--- config.mk ---
export PLATFORM = sky130hd
export DESIGN_NAME = fault_event_recorder
export DESIGN_NICKNAME = d
export VERILOG_FILES = /design/src/fault_event_recorder_pkg.sv /design/src/byte_stream_if.sv /design/src/fault_event_recorder.sv /design/src/dump_fifo.sv
export SDC_FILE = /design/constraint.sdc
export NUM_CORES = 1
export LEC_CHECK = 0
export BUFFER_PORTS_ARGS = -buffer_cell sky130_fd_sc_hd__buf_2
export CAP_MARGIN = 10
export CORE_MARGIN = 3
export CORE_UTILIZATION = 25
export CTS_CLUSTER_DIAMETER = 30
export DETAILED_ROUTE_END_ITERATION = 7
export SLEW_MARGIN = 40
export SYNTH_ARGS = -nofsm -noshare
export SYNTH_HDL_FRONTEND = slang
export SYNTH_SLANG_ARGS = --single-unit
--- constraint.sdc ---
create_clock -name i_clk_sys -period 9.55 [get_ports i_clk_sys]
set_input_delay 1.4325 -clock i_clk_sys [delete_from_list [all_inputs] [get_ports i_clk_sys]]
set_output_delay 1.4325 -clock i_clk_sys [all_outputs]
set_load 0.01 [all_outputs]
--- src/fault_event_recorder_pkg.sv ---
// Shared constants and types for the fault event recorder
package fault_event_recorder_pkg;
  localparam int SYS_CLK_KHZ   = 20000;
  localparam int I2C_SCL_KHZ   = 400;
  // Quarter bit period rounded up so the serial clock never runs above its limit
  localparam int I2C_QTR_CYC   = (SYS_CLK_KHZ + 4 * I2C_SCL_KHZ - 1) / (4 * I2C_SCL_KHZ);
  localparam int TICK_BASE_US  = 1000;
  localparam int TICK_BASE_CYC = TICK_BASE_US * (SYS_CLK_KHZ / 1000);
  localparam int QOD_TIME_US   = 10;
  localparam int QOD_CYC       = (QOD_TIME_US * SYS_CLK_KHZ + 999) / 1000;

  localparam int LOG_DEPTH     = 7;
  localparam int FIFO_DEPTH    = 4;
  localparam int FIFO_W        = 9;

  // Byte positions within one dump transaction
  localparam logic [4:0] DUMP_DEV_IDX   = 5'h00;
  localparam logic [4:0] DUMP_WADDR_IDX = 5'h01;
  localparam logic [4:0] DUMP_LOG_IDX   = 5'h02;
  localparam logic [4:0] DUMP_TMR_IDX   = 5'h09;
  localparam logic [4:0] DUMP_SWL_IDX   = 5'h0a;
  localparam logic [4:0] DUMP_SWH_IDX   = 5'h0b;
  localparam logic [4:0] DUMP_MFR_IDX   = 5'h0c;
  localparam logic [4:0] DUMP_INP_IDX   = 5'h0d;
  localparam logic [4:0] DUMP_PKV_IDX   = 5'h0e;
  localparam logic [4:0] DUMP_PKI_IDX   = 5'h0f;
  localparam logic [4:0] DUMP_PKT_IDX   = 5'h10;
  localparam logic [4:0] DUMP_CSUM_IDX  = 5'h11;
  localparam logic [7:0] EE_PAGE0_ADDR  = 8'h00;

  localparam logic [3:0] RD_ADDR_TIMER  = 4'h7;
  localparam logic [3:0] RD_ADDR_STATUS = 4'h8;
  localparam int CFG_RATE_LSB = 0;
  localparam int CFG_TRIG_LSB = 2;
  localparam int TMR_OVF_BIT  = 7;
  localparam logic [7:0] LOG_ENTRY_RST = 8'h00;

  typedef enum logic [1:0] {
    PWR_SHUTDOWN = 2'b00,
    PWR_FET_OFF  = 2'b01,
    PWR_ON       = 2'b10
  } pwr_state_e;

  typedef enum logic [2:0] {
    I2C_IDLE  = 3'b000,
    I2C_START = 3'b001,
    I2C_BIT   = 3'b010,
    I2C_HOLD  = 3'b011,
    I2C_STOP  = 3'b100
  } i2c_state_e;
endpackage

--- src/byte_stream_if.sv ---
// Valid/ready byte stream between the dump sequencer, the FIFO and the serial engine
interface byte_stream_if #(parameter int W = 9);
  logic         valid;
  logic         ready;
  logic [W-1:0] data;
  modport src (output valid, output data, input ready);
  modport snk (input valid, input data, output ready);
endinterface

--- src/fault_event_recorder.sv ---
// Fault event log, tick timer, EEPROM dump engine and enable/undervoltage state
// Functional notes
// RQ1 - Log reads work whenever the block is clocked; no dependence on rail or switch.
// RQ2 - Event log holds exactly seven one-byte entries.
// RQ3 - Log read returns the seven newest entries oldest first, with time values.
// RQ4 - Entry is a 3-bit event code above a 5-bit elapsed-time value.
// RQ5 - Low four time bits are the tick timer snapshot at write time.
// RQ6 - Fifth time bit shows the tick timer wrapped since the previous event.
// RQ7 - Tick timer runs freely and clears to zero on each recorded event.
// RQ8 - Log configuration selects the tick increment rate.
// RQ9 - Overflow flag sets on timer wrap and clears with the timer on next event.
// RQ10 - Seven warning and detection inputs each write a log entry; the code logs inputs rising together as one entry with the lowest code.
// RQ11 - Global fault or unmasked alert dumps log, status, peaks and timer to EEPROM.
// RQ12 - EEPROM link is an I2C controller with a serial clock of 400 kHz; the code runs it at about 385 kHz (52 system clocks per bit).
// RQ13 - Dump goes to EEPROM page zero; log and timer freeze at that moment.
// RQ14 - Dump only with external memory enabled and two pins assigned to EEPROM.
// RQ15 - Dump also needs at least one of three trigger bits set.
// RQ16 - Dump order: log, timer, status word, mfr, input status, peaks, checksum.
// RQ17 - Each peak stored as the upper eight bits of its 10-bit result.
// RQ18 - Enable/undervoltage comparators select on, FET off with delayed discharge, shutdown.
// RQ19 - Host reads log contents and dump record state over the management port.
// RQ20 - Checksum byte is the modulo-256 sum of all preceding data bytes.
module fault_event_recorder
  import fault_event_recorder_pkg::*;
#(
  parameter int unsigned TICK_BASE_CYCLES = TICK_BASE_CYC,
  parameter logic [6:0]  EEPROM_DEV_ADDR  = 7'h50
) (
  input  wire logic        i_clk_sys,
  input  wire logic        i_rstn,
  input  wire logic [6:0]  i_event,
  input  wire logic        i_global_fault,
  input  wire logic        i_alert,
  input  wire logic        i_alert_mask,
  input  wire logic [7:0]  i_event_log_config,
  input  wire logic        i_ext_memory_enable,
  input  wire logic        i_eeprom_pins_cfg,
  input  wire logic [15:0] i_status_word,
  input  wire logic [7:0]  i_status_mfr,
  input  wire logic [7:0]  i_status_input,
  input  wire logic [9:0]  i_peak_input_voltage,
  input  wire logic [9:0]  i_peak_input_current,
  input  wire logic [9:0]  i_peak_temperature,
  input  wire logic        i_read_event_log_cmd,
  input  wire logic [3:0]  i_log_rd_addr,
  output logic [7:0]       o_log_rd_data,
  output logic             o_log_rd_valid,
  output logic             o_log_frozen,
  input  wire logic        i_eeprom_serial_clock,
  output logic             o_eeprom_serial_clock,
  output logic             o_eeprom_serial_clock_oe,
  input  wire logic        i_eeprom_serial_data,
  output logic             o_eeprom_serial_data,
  output logic             o_eeprom_serial_data_oe,
  input  wire logic        i_uvlo_above_rise,
  input  wire logic        i_uvlo_above_fall,
  input  wire logic        i_uvlo_above_shutdown,
  output logic             o_fet_on,
  output logic             o_discharge_en,
  output logic             o_shutdown
);
  typedef struct packed {
    logic [6:0]                evt_prev;
    logic                      trig_prev;
    logic [LOG_DEPTH-1:0][7:0] log_entry;
    logic [23:0]               presc;
    logic [3:0]                tick;
    logic                      ovf;
    logic                      frozen;
    logic                      done;
    logic                      nack;
    logic                      seq_busy;
    logic [4:0]                seq_idx;
    logic [7:0]                csum;
    logic [15:0]               snap_sw;
    logic [7:0]                snap_mfr;
    logic [7:0]                snap_inp;
    logic [7:0]                pk_v;
    logic [7:0]                pk_i;
    logic [7:0]                pk_t;
    logic [7:0]                rd_data;
    logic                      rd_valid;
    i2c_state_e                i2c;
    logic [1:0]                phase;
    logic [5:0]                qtr;
    logic [3:0]                bitn;
    logic [8:0]                shreg;
    logic                      scl_oe;
    logic                      sda_oe;
    logic [4:0]                s1;
    logic [4:0]                s2;
    pwr_state_e                pwr;
    logic [15:0]               qod;
    logic                      fet_on;
    logic                      dis;
    logic                      sd;
  } state_s;

  state_s r;
  state_s nxt_r;

  byte_stream_if #(.W(FIFO_W)) seq_bus ();
  byte_stream_if #(.W(FIFO_W)) eng_bus ();

  dump_fifo #(
    .W     (FIFO_W),
    .DEPTH (FIFO_DEPTH)
  ) u_fifo (
    .i_clk_sys (i_clk_sys),
    .i_rstn    (i_rstn),
    .wr        (seq_bus.snk),
    .rd        (eng_bus.src)
  );

  function automatic logic [2:0] event_code(input logic [6:0] hits);
    logic [2:0] code;
    code = 3'h0;
    for (int k = 6; k >= 0; k--) begin
      if (hits[k]) begin
        code = 3'(k + 1);
      end
    end
    return code;
  endfunction

  function automatic logic [7:0] timer_byte(input logic ovf, input logic [3:0] tick);
    logic [7:0] b;
    b = 8'h00;
    b[TMR_OVF_BIT] = ovf;
    b[3:0] = tick;
    return b;
  endfunction

  function automatic logic [7:0] dump_byte(input state_s s, input logic [6:0] dev);
    logic [7:0] b;
    b = 8'h00;
    if (s.seq_idx >= DUMP_LOG_IDX && s.seq_idx < DUMP_TMR_IDX) begin
      b = s.log_entry[3'(s.seq_idx - DUMP_LOG_IDX)];
    end else begin
      unique case (s.seq_idx)
        DUMP_DEV_IDX:   b = {dev, 1'b0};
        DUMP_WADDR_IDX: b = EE_PAGE0_ADDR;
        DUMP_TMR_IDX:   b = timer_byte(s.ovf, s.tick);
        DUMP_SWL_IDX:   b = s.snap_sw[7:0];
        DUMP_SWH_IDX:   b = s.snap_sw[15:8];
        DUMP_MFR_IDX:   b = s.snap_mfr;
        DUMP_INP_IDX:   b = s.snap_inp;
        DUMP_PKV_IDX:   b = s.pk_v;
        DUMP_PKI_IDX:   b = s.pk_i;
        DUMP_PKT_IDX:   b = s.pk_t;
        DUMP_CSUM_IDX:  b = s.csum;
        default:        b = 8'h00;
      endcase
    end
    return b;
  endfunction

  logic [6:0]  evt_rise;
  logic        trig_now;
  logic        dump_ok;
  logic [23:0] tick_term;
  logic        sda_sync;
  logic        scl_sync;
  logic        q_end;

  assign evt_rise  = i_event & ~r.evt_prev;
  assign trig_now  = i_global_fault | (i_alert & ~i_alert_mask); // RQ11
  assign dump_ok   = i_ext_memory_enable && i_eeprom_pins_cfg // RQ14
                     && (|i_event_log_config[CFG_TRIG_LSB +: 3]); // RQ15
  assign tick_term = 24'(TICK_BASE_CYCLES) << {i_event_log_config[CFG_RATE_LSB +: 2], 1'b0}; // RQ8
  assign sda_sync  = r.s2[0];
  assign scl_sync  = r.s2[1];
  // A target holding the clock low stretches the high phase; only looked at once we have
  // released the clock, since during start our own pull-down would stall the quarter forever
  assign q_end     = (r.qtr == 6'(I2C_QTR_CYC - 1))
                     && !(r.phase == 2'h2 && !r.scl_oe && !scl_sync);

  assign seq_bus.valid = r.seq_busy;
  assign seq_bus.data  = {r.seq_idx == DUMP_CSUM_IDX, dump_byte(r, EEPROM_DEV_ADDR)};
  assign eng_bus.ready = (r.i2c == I2C_IDLE)
                         || (r.i2c == I2C_HOLD)
                         || (r.i2c == I2C_BIT && r.phase == 2'h3 && q_end && r.bitn == 4'h8
                             && !r.shreg[8] && !sda_sync);

  always_comb begin
    nxt_r = r;
    nxt_r.s1 = {i_uvlo_above_shutdown, i_uvlo_above_fall, i_uvlo_above_rise,
                i_eeprom_serial_clock, i_eeprom_serial_data};
    nxt_r.s2 = r.s1;
    nxt_r.evt_prev  = i_event;
    nxt_r.trig_prev = trig_now;
    nxt_r.rd_valid  = 1'b0;

    // Tick timer and event capture stop once a dump has frozen the record
    if (!r.frozen) begin
      if (|evt_rise) begin // RQ10
        for (int k = 0; k < LOG_DEPTH - 1; k++) begin
          nxt_r.log_entry[k] = r.log_entry[k + 1]; // RQ2
        end
        nxt_r.log_entry[LOG_DEPTH-1] = {event_code(evt_rise), r.ovf, r.tick}; // RQ4 RQ5 RQ6
        nxt_r.tick  = 4'h0; // RQ7
        nxt_r.ovf   = 1'b0; // RQ9
        nxt_r.presc = 24'h000000;
      end else if (r.presc >= tick_term - 24'h000001) begin
        nxt_r.presc = 24'h000000;
        nxt_r.tick  = r.tick + 4'h1; // RQ7
        if (r.tick == 4'hf) begin
          nxt_r.ovf = 1'b1; // RQ9
        end
      end else begin
        nxt_r.presc = r.presc + 24'h000001;
      end
    end

    if (trig_now && !r.trig_prev && dump_ok && !r.frozen) begin
      nxt_r.frozen   = 1'b1; // RQ13
      nxt_r.seq_busy = 1'b1;
      nxt_r.seq_idx  = DUMP_DEV_IDX;
      nxt_r.csum     = 8'h00;
      nxt_r.snap_sw  = i_status_word;
      nxt_r.snap_mfr = i_status_mfr;
      nxt_r.snap_inp = i_status_input;
      nxt_r.pk_v     = i_peak_input_voltage[9:2]; // RQ17
      nxt_r.pk_i     = i_peak_input_current[9:2]; // RQ17
      nxt_r.pk_t     = i_peak_temperature[9:2]; // RQ17
    end

    // Sequencer stalls on FIFO back-pressure
    if (r.seq_busy && seq_bus.ready) begin
      if (r.seq_idx >= DUMP_LOG_IDX && r.seq_idx < DUMP_CSUM_IDX) begin
        nxt_r.csum = r.csum + seq_bus.data[7:0]; // RQ20
      end
      nxt_r.seq_idx = r.seq_idx + 5'h01; // RQ16
      if (r.seq_idx == DUMP_CSUM_IDX) begin
        nxt_r.seq_busy = 1'b0;
      end
    end

    if (r.i2c != I2C_IDLE && r.i2c != I2C_HOLD) begin
      nxt_r.qtr = q_end ? 6'h00 : (q_end ? r.qtr : ((r.qtr == 6'(I2C_QTR_CYC - 1)) ? r.qtr
                                                  : r.qtr + 6'h01));
      if (q_end) begin
        nxt_r.phase = r.phase + 2'h1;
      end
    end

    unique case (r.i2c)
      I2C_IDLE: begin
        nxt_r.scl_oe = 1'b0;
        nxt_r.sda_oe = 1'b0;
        nxt_r.phase  = 2'h0;
        nxt_r.qtr    = 6'h00;
        // After a refused byte the rest of the dump is discarded
        if (eng_bus.valid && !r.nack) begin
          nxt_r.shreg = eng_bus.data;
          nxt_r.i2c   = I2C_START; // RQ12
        end
      end
      I2C_START: begin
        if (q_end) begin
          unique case (r.phase)
            2'h0: nxt_r.sda_oe = 1'b1;
            2'h1: nxt_r.scl_oe = 1'b1;
            default: begin
              nxt_r.i2c   = I2C_BIT;
              nxt_r.phase = 2'h0;
              nxt_r.bitn  = 4'h0;
            end
          endcase
        end
      end
      I2C_BIT: begin
        if (q_end) begin
          unique case (r.phase)
            2'h0: nxt_r.sda_oe = (r.bitn == 4'h8) ? 1'b0 : !r.shreg[3'(4'h7 - r.bitn)]; // RQ12
            2'h1: nxt_r.scl_oe = 1'b0;
            2'h2: nxt_r.scl_oe = 1'b0;
            default: begin
              nxt_r.scl_oe = 1'b1;
              if (r.bitn != 4'h8) begin
                nxt_r.bitn = r.bitn + 4'h1;
              end else if (sda_sync || r.shreg[8]) begin
                nxt_r.nack = sda_sync;
                nxt_r.i2c  = I2C_STOP;
              end else if (eng_bus.valid) begin
                nxt_r.shreg = eng_bus.data;
                nxt_r.bitn  = 4'h0;
              end else begin
                nxt_r.i2c = I2C_HOLD;
              end
            end
          endcase
        end
      end
      I2C_HOLD: begin
        if (eng_bus.valid) begin
          nxt_r.shreg = eng_bus.data;
          nxt_r.bitn  = 4'h0;
          nxt_r.phase = 2'h0;
          nxt_r.qtr   = 6'h00;
          nxt_r.i2c   = I2C_BIT;
        end
      end
      I2C_STOP: begin
        if (q_end) begin
          unique case (r.phase)
            2'h0: nxt_r.sda_oe = 1'b1;
            2'h1: nxt_r.scl_oe = 1'b0;
            2'h2: begin
              nxt_r.sda_oe = 1'b0;
              nxt_r.done   = 1'b1;
              nxt_r.i2c    = I2C_IDLE;
            end
            default: nxt_r.i2c = I2C_IDLE;
          endcase
        end
      end
      default: nxt_r.i2c = I2C_IDLE;
    endcase

    // Reads never look at the power path, so a unit powered on its logic supply alone answers
    if (i_read_event_log_cmd) begin // RQ1
      nxt_r.rd_valid = 1'b1;
      if (i_log_rd_addr < 4'(LOG_DEPTH)) begin
        nxt_r.rd_data = r.log_entry[3'(i_log_rd_addr)]; // RQ3
      end else if (i_log_rd_addr == RD_ADDR_TIMER) begin
        nxt_r.rd_data = timer_byte(r.ovf, r.tick); // RQ9
      end else if (i_log_rd_addr == RD_ADDR_STATUS) begin
        nxt_r.rd_data = {4'h0, r.seq_busy, r.nack, r.done, r.frozen}; // RQ19
      end else begin
        nxt_r.rd_data = 8'h00;
      end
    end

    if (!r.s2[4]) begin // RQ18
      nxt_r.pwr = PWR_SHUTDOWN;
    end else if (r.s2[2]) begin
      nxt_r.pwr = PWR_ON;
    end else if (!r.s2[3] || r.pwr == PWR_SHUTDOWN) begin
      nxt_r.pwr = PWR_FET_OFF;
    end
    if (nxt_r.pwr != PWR_FET_OFF || r.pwr != PWR_FET_OFF) begin
      nxt_r.qod = 16'h0000;
    end else if (r.qod != 16'(QOD_CYC)) begin
      nxt_r.qod = r.qod + 16'h0001;
    end
    nxt_r.fet_on = (nxt_r.pwr == PWR_ON); // RQ18
    nxt_r.dis    = (nxt_r.pwr == PWR_FET_OFF) && (nxt_r.qod == 16'(QOD_CYC)); // RQ18
    nxt_r.sd     = (nxt_r.pwr == PWR_SHUTDOWN);
  end

  always_ff @(posedge i_clk_sys) begin
    if (!i_rstn) begin
      r           <= '0;
      r.log_entry <= {LOG_DEPTH{LOG_ENTRY_RST}};
      r.i2c       <= I2C_IDLE;
      r.pwr       <= PWR_SHUTDOWN;
      r.sd        <= 1'b1;
    end else begin
      r <= nxt_r;
    end
  end

  assign o_log_rd_data            = r.rd_data;
  assign o_log_rd_valid           = r.rd_valid;
  assign o_log_frozen             = r.frozen;
  assign o_eeprom_serial_clock    = 1'b0;
  assign o_eeprom_serial_clock_oe = r.scl_oe;
  assign o_eeprom_serial_data     = 1'b0;
  assign o_eeprom_serial_data_oe  = r.sda_oe;
  assign o_fet_on                 = r.fet_on;
  assign o_discharge_en           = r.dis;
  assign o_shutdown               = r.sd;
endmodule

--- src/dump_fifo.sv ---
// Small synchronous FIFO holding dump bytes ahead of the serial engine
module dump_fifo #(
  parameter int W     = 9,
  parameter int DEPTH = 4
) (
  input  wire logic    i_clk_sys,
  input  wire logic    i_rstn,
  byte_stream_if.snk   wr,
  byte_stream_if.src   rd
);
  localparam int PW = $clog2(DEPTH) + 1;

  typedef struct packed {
    logic [DEPTH-1:0][W-1:0] mem;
    logic [PW-1:0]           wptr;
    logic [PW-1:0]           rptr;
  } fifo_s;

  fifo_s r;
  fifo_s nxt_r;
  logic  full;
  logic  empty;

  assign empty    = (r.wptr == r.rptr);
  assign full     = (r.wptr[PW-2:0] == r.rptr[PW-2:0]) && (r.wptr[PW-1] != r.rptr[PW-1]);
  assign wr.ready = !full;
  assign rd.valid = !empty;
  assign rd.data  = r.mem[r.rptr[PW-2:0]];

  always_comb begin
    nxt_r = r;
    if (wr.valid && !full) begin
      nxt_r.mem[r.wptr[PW-2:0]] = wr.data;
      nxt_r.wptr = r.wptr + PW'(1);
    end
    if (rd.ready && !empty) begin
      nxt_r.rptr = r.rptr + PW'(1);
    end
  end

  always_ff @(posedge i_clk_sys) begin
    if (!i_rstn) begin
      r <= '0;
    end else begin
      r <= nxt_r;
    end
  end
endmodule

# Yosys cells after proc, flatten, opt, wreduce, memory -nomap -nowiden
# Index checks and enable logic that the tools add are counted.
[totals]
wordCells = 273
output_inout_bits = 17
reg_bits = 274
[op_classes]
bitwise = 8
addsub = 13
mux = 76
n_reduce_logical = 66
order_cmp = 11
shift = 1
n_eq_ne = 52
[ops]
columns = ["op", "n"]
rows = [
  ["8-bit case mux with 10 select lines", 1],
  ["70-bit two-way mux", 1],
  ["8-bit two-way mux", 7],
  ["8-bit binary-select mux with 3-bit select", 2],
  ["24-bit two-way mux", 2],
  ["3-bit two-way mux", 15],
  ["13-bit two-way mux", 3],
  ["36-bit bitwise mux", 1],
  ["9-bit two-way mux", 4],
  ["5-bit by 4-bit == test with 1-bit output (second input constant)", 7],
  ["16-bit two-way mux", 2],
  ["29-bit two-way mux", 1],
  ["2-bit != test (second input constant)", 14],
  ["9-bit case mux with 3 select lines", 1],
  ["24-bit by 1-bit adder with 24-bit output (second input constant)", 1],
  ["24-bit >= comparator", 1],
  ["15-bit by 3-bit << shifter with 24-bit output (first input constant)", 1],
  ["24-bit by 1-bit subtractor with 24-bit output (second input constant)", 1],
  ["1-bit logical AND", 22],
  ["9-bit binary-select mux with 2-bit select", 1],
  ["9-bit demux with 2-bit select", 1],
  ["16-bit by 1-bit adder with 16-bit output (second input constant)", 1],
  ["16-bit by 8-bit == test with 1-bit output (second input constant)", 1],
  ["4-bit two-way mux", 4],
  ["69 further kinds", 132],
]

# Depth between registers and ports, before layout
# Gate-level depths: netlist of run 1.
[depth]
depth_word = 11
mapped_depth = 19
mapped_depth_nobuf = 17

# Cells and area by module
# Synthesis of run 1 repeated with hierarchy kept, for this count alone.
[hier_totals]
hier_cells = 1674
area_unflattened_um2 = 14651.6
[modules_own_cells]
columns = ["mod", "cells_per_inst", "area_per_inst_um2", "seq_area_each_um2", "n_inst"]
rows = [
  ["fault_event_recorder", 1484, 12667.1, 4644.5, 1],
  ["dump_fifo", 190, 1984.4, 840.8, 1],
]

# Worst setup path after synthesis of run 1
# No wires, ideal clock.
[synth_timing]
path_type = "input -> register"
from = "input i_event_log_config[0]"
to = "register r[162] (netlist bit)"
n_path_buf = 2
t_arrival_ps = 3804
setup_time_ps = 63
setup_slack_ps = 5684
path_stages = 15
cell_sequence = "inv_1 > ha_1 > inv_1 > ha_1 > nor4b_1 > nand2_1 > ha_1 > a21o_1 > a2111oi_4 > o221ai_2 > and2b_4 > nand2b_4 > buf_6 > buf_12 > nor2_4"
[synth_via]
elab_chain_len = 5
[synth_rtl]
columns = ["item", "line", "text"]
rows = [
  ["start, declared", "fault_event_recorder.sv:35", "input wire logic [7:0] i_event_log_config,"],
  ["15-bit by 3-bit << shifter with 24-bit output", "fault_event_recorder.sv:170", "assign tick_term = 24'(TICK_BASE_CYCLES) << {i_event_log_config[CFG_RATE_LSB +: 2], 1'b0};"],
  ["24-bit by 1-bit subtractor with 24-bit output", "fault_event_recorder.sv:204", "end else if (r.presc >= tick_term - 24'h000001) begin"],
  ["24-bit >= comparator", "fault_event_recorder.sv:204", ""],
  ["24-bit two-way mux", "fault_event_recorder.sv:204", ""],
  ["29-bit two-way mux", "fault_event_recorder.sv:196", "if (|evt_rise) begin"],
  ["end signal, assigned", "fault_event_recorder.sv:360", "r <= nxt_r;"],
  ["end, declared", "fault_event_recorder.sv:99", "state_s r;"],
]
# Every way passes these cells.
# A chain may end at the register's enable or synchronous reset.

# Worst setup path after layout of run 1
[layout_timing]
from = "register r[130] (netlist bit)"
to = "register r[128] (netlist bit)"
[layout_via]
elab_chain_len = 7
[layout_rtl]
columns = ["item", "line", "text"]
rows = [
  ["3-bit by 2-bit subtractor with 3-bit output", "fault_event_recorder.sv:138", "b = s.log_entry[3'(s.seq_idx - DUMP_LOG_IDX)];"],
  ["8-bit binary-select mux with 3-bit select", "fault_event_recorder.sv:138", ""],
  ["8-bit two-way mux (implied by the code)", "fault_event_recorder.sv:138", ""],
  ["8-bit two-way mux (*)", "fault_event_recorder.sv:137", "if (s.seq_idx >= DUMP_LOG_IDX && s.seq_idx < DUMP_TMR_IDX) begin"],
  ["net seq_bus.data[0]", "byte_stream_if.sv:5", "logic [W-1:0] data;"],
  ["8-bit adder (*)", "fault_event_recorder.sv:231", "nxt_r.csum = r.csum + seq_bus.data[7:0];"],
  ["8-bit two-way mux (*)", "fault_event_recorder.sv:230", "if (r.seq_idx >= DUMP_LOG_IDX && r.seq_idx < DUMP_CSUM_IDX) begin"],
  ["14-bit two-way mux (*)", "fault_event_recorder.sv:229", "if (r.seq_busy && seq_bus.ready) begin"],
]
# Mark *: on every way through the listed nets, which the timed path passes. The rest lies on a longest branch. The select of a mux whose other input is x is not followed.

==> reports/qor.txt, run 1 <==
Placed Cells: 2406
N_diodes: 0
Vias post-DR: 12000
Clock buffer depth: 3
Syn Area/Cell: 8.35 µm²
Reg2reg setup slack: 4.99 ns
Average wire per standard cell: 14.4 µm
Post-DP HPWL: 24900 µm
Reg2Reg Depth: 17
Met1 Wirelength: 17100 µm
Final hold violation count: 0
IO Port Bufs: 99
Gr ovfl total: 0
Synth Area in XOR/XNOR: 3.20%
Nature of the critical path startpoint: flip-flop
Initial antenna violation count: 2
Period Utilization, post-route: 47.7%
Post-route antenna net violation count: 0
Reg2Reg Launch Point: r[130]$_SDFFE_PN0P_
Postcts setup bufs: 0
Clock Skew: 0.0295 ns
Count leader, synth: nand2_1
Synth Area in Adders: 5.44%
Std cell rows: 85
Fraction of the mapped netlist area in compound gates: 15.4%
Critical path class: reg2reg
Multiplexer area fraction after synthesis: 7.74%
Tmin final: 4.56 ns
Synth area leaders: dfxtp_1 39%, nand2_1 8.9%, a21oi_1 6.3%, ha_1 5.3%, mux4_2 5.2%
Synth cell types: 89
Worst Path Required: 10.06 ns
Area grow syn2layout: 21.5%
# setup viols final: 0
Non-Filler Instances: 2513
Die Area: 58600 µm²
Fill count: 5755
Share of layout cells above drive strength 1: 16.3%
Clock sink count: 274
Largest net degree at the start of global routing: 116
WL met3: 2400 µm
Status: finished, final reports clean
Largest family of logic cells by synthesized area: simple AND/OR/NAND/NOR gates
FMAX: 219 MHz
Synth Area in Simple Gates: 24.1%
Number of remaining DRC errors: 0
Vias in the first global route: 11500
DR iter-0 viols: 728
# Max-Cap Violations: 0
DR vias/cell: 4.77
PwrDens: 208 nW/µm²
Num CTS Buffers: 57
Post-synthesis sequential area ratio: 39.4%
Yosys top cell by area: dfxtp_1
FF+latch count, synth: 274
RSZ-0062 raised after global routing: no
Worst r2r dst: r[128]$_SDFF_PN0_
Die height: 242 µm
Share of the synthesized area in the top cell type: 39.4%
Chip width: 242 µm
Final WL: 36200 µm
Tot GR Track Use: 12.1%
Peak supply drop: 0.000154 V
Syn. warnings: 0
Nets: 1880
Final RePlAce weighted congestion: 0.820
Number of buffers inserted by hold repair at cts: 0
Global-route wire length before repair: 59400 µm
Setup crit end: r[128]$_SDFF_PN0_
Drt first pass iters: 5
Leak pwr: 6.14 nW
TritonCTS clock tree: yes
Hold/Removal Path Class: reg2reg
Highest Signal Layer: met5
Post-synth top cells: 331 x nand2_1, 274 x dfxtp_1, 176 x a21oi_1, 161 x nor2_1, 72 x clkbuf_1
Max-slew violations: 0
Synth async-reset ratio: 0%
Setup tns final: 0 ns
Rel. slew slack: 46.1%
Ys flop type: dfxtp_1
Root Driver: clkbuf_16
IO Pins: 111
CP Capture Type: flip-flop
Gate count of the mapped netlist: 1669
Initial Util: 25.6%
Number of synthesized flops with an enable pin: 0
CTS resizes: 0
Met2 routed WL: 15700 µm
Syn Std Cell Area: 13900 µm²
Crit-path max FO: 25
Hold depth: 1
Clk_lat worst skew: 0.59 ns
Clock slew at reported path FFs: 0.05 ns
H-tree depth: 2
Worst Setup SP: r[130]$_SDFFE_PN0P_
Slew @ Worst Pin: 0.806 ns
Core Footprint: 54500 µm²
WP data arrival: 5.07 ns
## layer usage
layer	vias to the layer above	track usage, %
li1	5947	-
met1	5611	16.4
met2	339	18.7
met3	76	2.89
met4	4	4.14
met5	-	0
## where the power goes
| part | internal (W) | total, W | switching, W |
|---|---|---|---|
| clock network | 0.00130 | 0.00200 | 0.000700 |
| registers | 0.00118 | 0.00123 | 0.0000461 |
| logic | 0.000117 | 0.000305 | 0.000187 |
## stage by stage
stage | area (µm²) | util (%) | total power (W) | hold slack, ns | setup WS, ns
final | 16900 | 31.1 | 0.00353 | 0.436 | 4.99
after global routing | 16900 | 31.1 | 0.00368 | 0.458 | 4.61
after CTS | 16900 | 31.1 | 0.00357 | 0.441 | 5.03
after detailed placement | 15000 | 27.5 | 0.00155 | 0.419 | 5.05
after global placement | 14900 | 27.4 | 0.00154 | 0.425 | 5.17
after floorplan | 13900 | - | 0.00147 | 0.412 | 5.68
## area by class of cell
| class | count | area [µm²] | area share (%) |
|---|---|---|---|
| flip-flops and latches | 274 | 5490 | 32.4 |
| clock inverters | 40 | 452 | 2.67 |
| well taps | 739 | 925 | 5.46 |
| multi-input cells | 1247 | 7840 | 46.3 |
| repair buffers | 107 | 559 | 3.30 |
| inverters | 39 | 154 | 0.909 |
| clock buffers | 67 | 1530 | 9.00 |
## worst max-delay path: stages (launching register included)
cell      delay, ns
dfxtp_1        0.31
buf_4          0.30
inv_1          0.18
ha_1           0.39
and3_1         0.32
nor4_1         0.41
a21oi_2        0.21
a22oi_1        0.53
inv_1          0.09
ha_1           0.23
fa_1           0.41
a21o_1         0.18
a21oi_1        0.25
o21bai_1       0.10
a21oi_1        0.19
xnor2_1        0.13
nand2_1        0.07
a21oi_1        0.16
## how the worst min path moves through the flow
stage / startpoint / end / slack (ns)
6_report: nxt_r[24]$_SDFF_PN0_ / r[24]$_SDFF_PN0_ / 0.44
5_1_grt: nxt_r[24]$_SDFF_PN0_ / r[24]$_SDFF_PN0_ / 0.46
4_1_cts: nxt_r[24]$_SDFF_PN0_ / r[24]$_SDFF_PN0_ / 0.44
3_5_place_dp: nxt_r[22]$_SDFF_PN0_ / r[22]$_SDFF_PN0_ / 0.42
3_3_place_gp: nxt_r[25]$_SDFF_PN0_ / r[25]$_SDFF_PN0_ / 0.42
2_1_floorplan: nxt_r[21]$_SDFF_PN0_ / r[21]$_SDFF_PN0_ / 0.41
## state kept, by name, summed over array words and instances, names as in the netlist
name and cells:
r 211, u_fifo.r 42, o_log_rd_data 8, nxt_r 5, o_discharge_en 1, o_eeprom_serial_clock_oe 1
o_eeprom_serial_data_oe 1, o_fet_on 1, o_log_frozen 1, o_log_rd_valid 1, o_shutdown 1, seq_bus.valid 1
## cell usage in the layout, fill, tap and decap left out, types with 14 or more instances in the layout
master,synthesis,layout
nor3_1,43,42
a22o_1,16,16
xnor2_1,26,26
mux4_2,32,32
nor2_1,161,160
nand2_1,331,331
o21ai_0,44,44
nand4_1,28,28
and2_1,25,26
nor2b_1,16,15
mux2i_1,29,29
inv_1,38,38
nand2b_1,14,14
clkbuf_16,0,58
xor2_1,25,25
nand3_1,40,40
buf_2,13,99
dfxtp_1,274,273
a21oi_1,176,176
a211oi_1,19,19
ha_1,59,59
## cell families after synthesis
family / after synthesis
adder cells (fa/ha/maj): 60
AO/OA/AOI/OAI: 340
flip-flops: 274
XOR/XNOR: 51
multiplexers: 67
buffers and inverters: 151
AND/OR/NAND/NOR: 724
other: 2
(Power assumes the default switching activity.)
==> inputs of run 2 (changes only) <==
ABC_AREA = 1   (was not set)
clock period = 3.9 ns   (was 9.55 ns; I/O delays follow)
==> run 2 against run 1 <==
Compared with the run above: global-route usage rose by 0.97 points; wire length rose by 9.7%; worst hold slack got worse by 0.24 ns; first-iteration DRC count rose by 27%; fmax rose by 31%; register-to-register slack got worse by 4.6 ns; clock power rose to 3.3 times the previous value; largest power group unchanged; core utilization rose by 1.2 points; clock-buffer cell count rose by 33; final cell count rose by 17%; highest routed layer is now met4.
==> reports/qor.txt, run 2 <==
Area grow syn2layout: 27.5%
Clock Skew: 0.0324 ns (+0.00293 ns)
Die Area: 60100 µm² (+2.6%)
# setup viols final: 0 (unchanged)
Chip width: 245 µm (+1.3%)
Final RePlAce weighted congestion: 0.818 (-0.22%)
Number of synthesized flops with an enable pin: 0 (unchanged)
Most frequent cells in the layout: 274 x dfxtp_1, 269 x inv_1, 260 x nand2_1
FF+latch count, synth: 274 (unchanged)
DP Area: 15500 µm² (+3.4%)
Setup ws final: 0.410 ns (-4.58 ns)
Final WL: 39700 µm (+9.7%)
Rel. slew slack: 47.3% (+1.3 points)
WP data arrival: 4.01 ns (-1.06 ns)
Number of buffers inserted by hold repair at cts: 0 (unchanged)
Non-Filler Instances: 2940 (+17%)
CP Capture Type: flip-flop
Clock slew at reported path FFs: 0.04 ns (about the same)
Hold/Removal Path Class: in2reg
Synth async-reset ratio: 0% (unchanged)
Max-slew violations: 0 (unchanged)
RSZ-0062 raised after global routing: no
Reg2Reg Launch Point: r[131]$_SDFFE_PN0P_
Setup tns final: 0 ns (unchanged)
Vias post-DR: 13300 (+11%)
Post-synthesis sequential area ratio: 38.3% (-1.0 points)
Tot GR Track Use: 13.0% (+0.97 points)
Initial Util: 25.3% (-0.27 points)
Crit-path max FO: 13 (-48%)
Initial antenna violation count: 1 (-1)
Worst hold start: i_uvlo_above_rise
DR iter-0 viols: 925 (+27%)
# Max-Cap Violations: 0 (unchanged)
CTS resizes: 0 (unchanged)
IO Pins: 111 (unchanged)
Std cell rows: 87 (+2.4%)
Status: finished, final reports clean
H-tree depth: 3 (+1)
Most common cell after layout, fill and taps aside: dfxtp_1
Post-route antenna net violation count: 0 (unchanged)
Syn Std Cell Area: 14300 µm² (+2.7%)
Share of layout cells above drive strength 1: 14.4% (-1.9 points)
Worst r2r dst: r[128]$_SDFF_PN0_
Tmin final: 3.49 ns (-1.07 ns)
Drt first pass iters: 5 (unchanged)
Nature of the critical path startpoint: flip-flop
Synth area leaders: dfxtp_1 38%, a21oi_1 8.8%, o21ai_0 8.8%, inv_1 7.1%, nand2_1 6.8%
Fill count: 6020 (+4.6%)
FMAX: 287 MHz (+31%)
Reg2Reg Depth: 18 (+1)
TritonCTS clock tree: yes
Reg with most FFs: r
Period Utilization, post-route: 89.5% (+42 points)
Clk_lat worst skew: 0.59 ns (about the same)
Critical path class: reg2reg
WHS Endpoint: nxt_r[23]$_SDFF_PN0_
DR vias/cell: 4.52 (-5.2%)
Nets: 2275 (+21%)
Hold depth: 3 (+2)
Average wire per standard cell: 13.5 µm (-6.3%)
Global-route wire length before repair: 64200 µm (+8.0%)
Number of flip-flops in the largest register: 211 (unchanged)
Count leader, synth: dfxtp_1
Vias in the first global route: 12400 (+7.4%)
Final Cell Area: 18200 µm² (+7.7%)
Worst Path Required: 4.42 ns (-5.64 ns)
Leak pwr: 7.60 nW (+24%)
Gr ovfl total: 0 (unchanged)
Clock sink count: 274 (unchanged)
Core Footprint: 56500 µm² (+3.8%)
Largest net degree at the start of global routing: 80 (-31%)
Yosys top cell by area: dfxtp_1
Placed Cells: 2798 (+16%)
Die height: 245 µm (+1.3%)
IO Port Bufs: 99 (unchanged)
Post-synth top cells: 274 x dfxtp_1, 270 x inv_1, 260 x nand2_1, 252 x a21oi_1, 252 x o21ai_0
Final hold violation count: 0 (unchanged)
Post-DP HPWL: 27400 µm (+9.9%)
Peak supply drop: 0.000357 V (+130%)
Synth cell types: 59 (-34%)
Root Driver: clkbuf_16
Pre-CTS setup slack: 0.501 ns (-4.55 ns)
Ys flop type: dfxtp_1
Reg2reg setup slack: 0.41 ns (-4.58 ns)
Clock buffer depth: 3 (unchanged)
Num CTS Buffers: 77 (+35%)
Postcts setup bufs: 0 (unchanged)
Gate count of the mapped netlist: 2019 (+21%)
Slew @ Worst Pin: 0.789 ns (-0.0170 ns)
Syn. warnings: 0 (unchanged)
Syn Area/Cell: 7.09 µm² (-15%)
Share of the synthesized area in the top cell type: 38.3% (-1.0 points)
Number of remaining DRC errors: 0 (unchanged)
PwrDens: 607 nW/µm² (+190%)
[run 2: changes by cell type in the layout (fill, tap and decap cells not counted), sizes merged, moves of 17 or more]
cell | previous run | this run
clkbuf | 67 | 100
nor2 | 171 | 191
and2 | 26 | 1
inv | 53 | 292
a21oi | 177 | 254
o21ai | 49 | 268
nand2 | 331 | 277
mux4 | 32 | 0
o22ai | 0 | 26
nand3 | 40 | 113
xnor2 | 26 | 9
mux2i | 29 | 0
[run 2: through the flow]
stage                     util, %  hold slack [ns]  power [W]
after floorplan                 -            0.378    0.00416
after global placement       27.4            0.394    0.00449
after detailed placement     27.4            0.402    0.00450
after CTS                    32.3            0.154     0.0112
after global routing         32.3            0.165     0.0116
final                        32.3            0.195     0.0111
[run 2: layout make-up]
cell class | count | area [µm²] | area share (%)
Tap cell | 756 | 946 | 5.19
Clock inverter | 41 | 602 | 3.30
Timing Repair Buffer | 119 | 648 | 3.55
Clock buffer | 100 | 2180 | 11.9
Inverter | 290 | 1100 | 6.02
Sequential cell | 274 | 5490 | 30.1
Multi-Input combinational cell | 1359 | 7280 | 39.9
Antenna cell | 1 | 2.50 | 0.0137
[run 2: cells by family after synthesis]
group                      count (synthesis)  synth area share, %
AOI/OAI and AO/OA                        611                 22.9
xor gates and xnor gates                  36                 2.26
adders and majority gates                 60                 5.30
buffers and inverters                    389                 11.0
DFF                                      274                 38.3
other                                      2               0.0525
and+or+nand+nor                          647                 20.2
[run 2: worst max path at each step]
stage / from / endpoint / cells past startpoint
after floorplan: r[131]$_SDFFE_PN0P_ / r[128]$_SDFF_PN0_ / 18
after global placement: r[131]$_SDFFE_PN0P_ / r[128]$_SDFF_PN0_ / 18
after detailed placement: r[131]$_SDFFE_PN0P_ / r[128]$_SDFF_PN0_ / 18
after CTS: r[131]$_SDFFE_PN0P_ / r[128]$_SDFF_PN0_ / 18
after global routing: r[130]$_SDFFE_PN0P_ / r[128]$_SDFF_PN0_ / 18
final: r[131]$_SDFFE_PN0P_ / r[128]$_SDFF_PN0_ / 18
[run 2: worst max-delay path, cell delays in order, from the launching register on]
cell      delay [ns]
dfxtp_1         0.38
buf_4           0.25
ha_1            0.19
inv_1           0.05
nor2_2          0.18
nand2_1         0.23
o21ai_1         0.24
a211oi_1        0.07
o211ai_1        0.11
nand2_1         0.20
nand2_1         0.11
ha_1            0.18
fa_1            0.22
a21oi_1         0.08
o21ai_0         0.30
a21o_1          0.16
a21oi_1         0.06
or2_2           0.27
a21oi_1         0.14
[run 2: per-layer routing]
layer  wire length, µm  up-vias  track usage [%]
met5                 0        -                0
met3              2430       62             3.19
met2             17000      299             19.7
li1                  -     6921                -
met1             19400     6005             17.9
met4               826        0             4.91
[run 2: report_power, final]
part | internal [W] | switching (W) | total [W]
combinational | 0.000441 | 0.000898 | 0.00134
clock | 0.00466 | 0.00196 | 0.00662
sequential | 0.00298 | 0.000132 | 0.00312
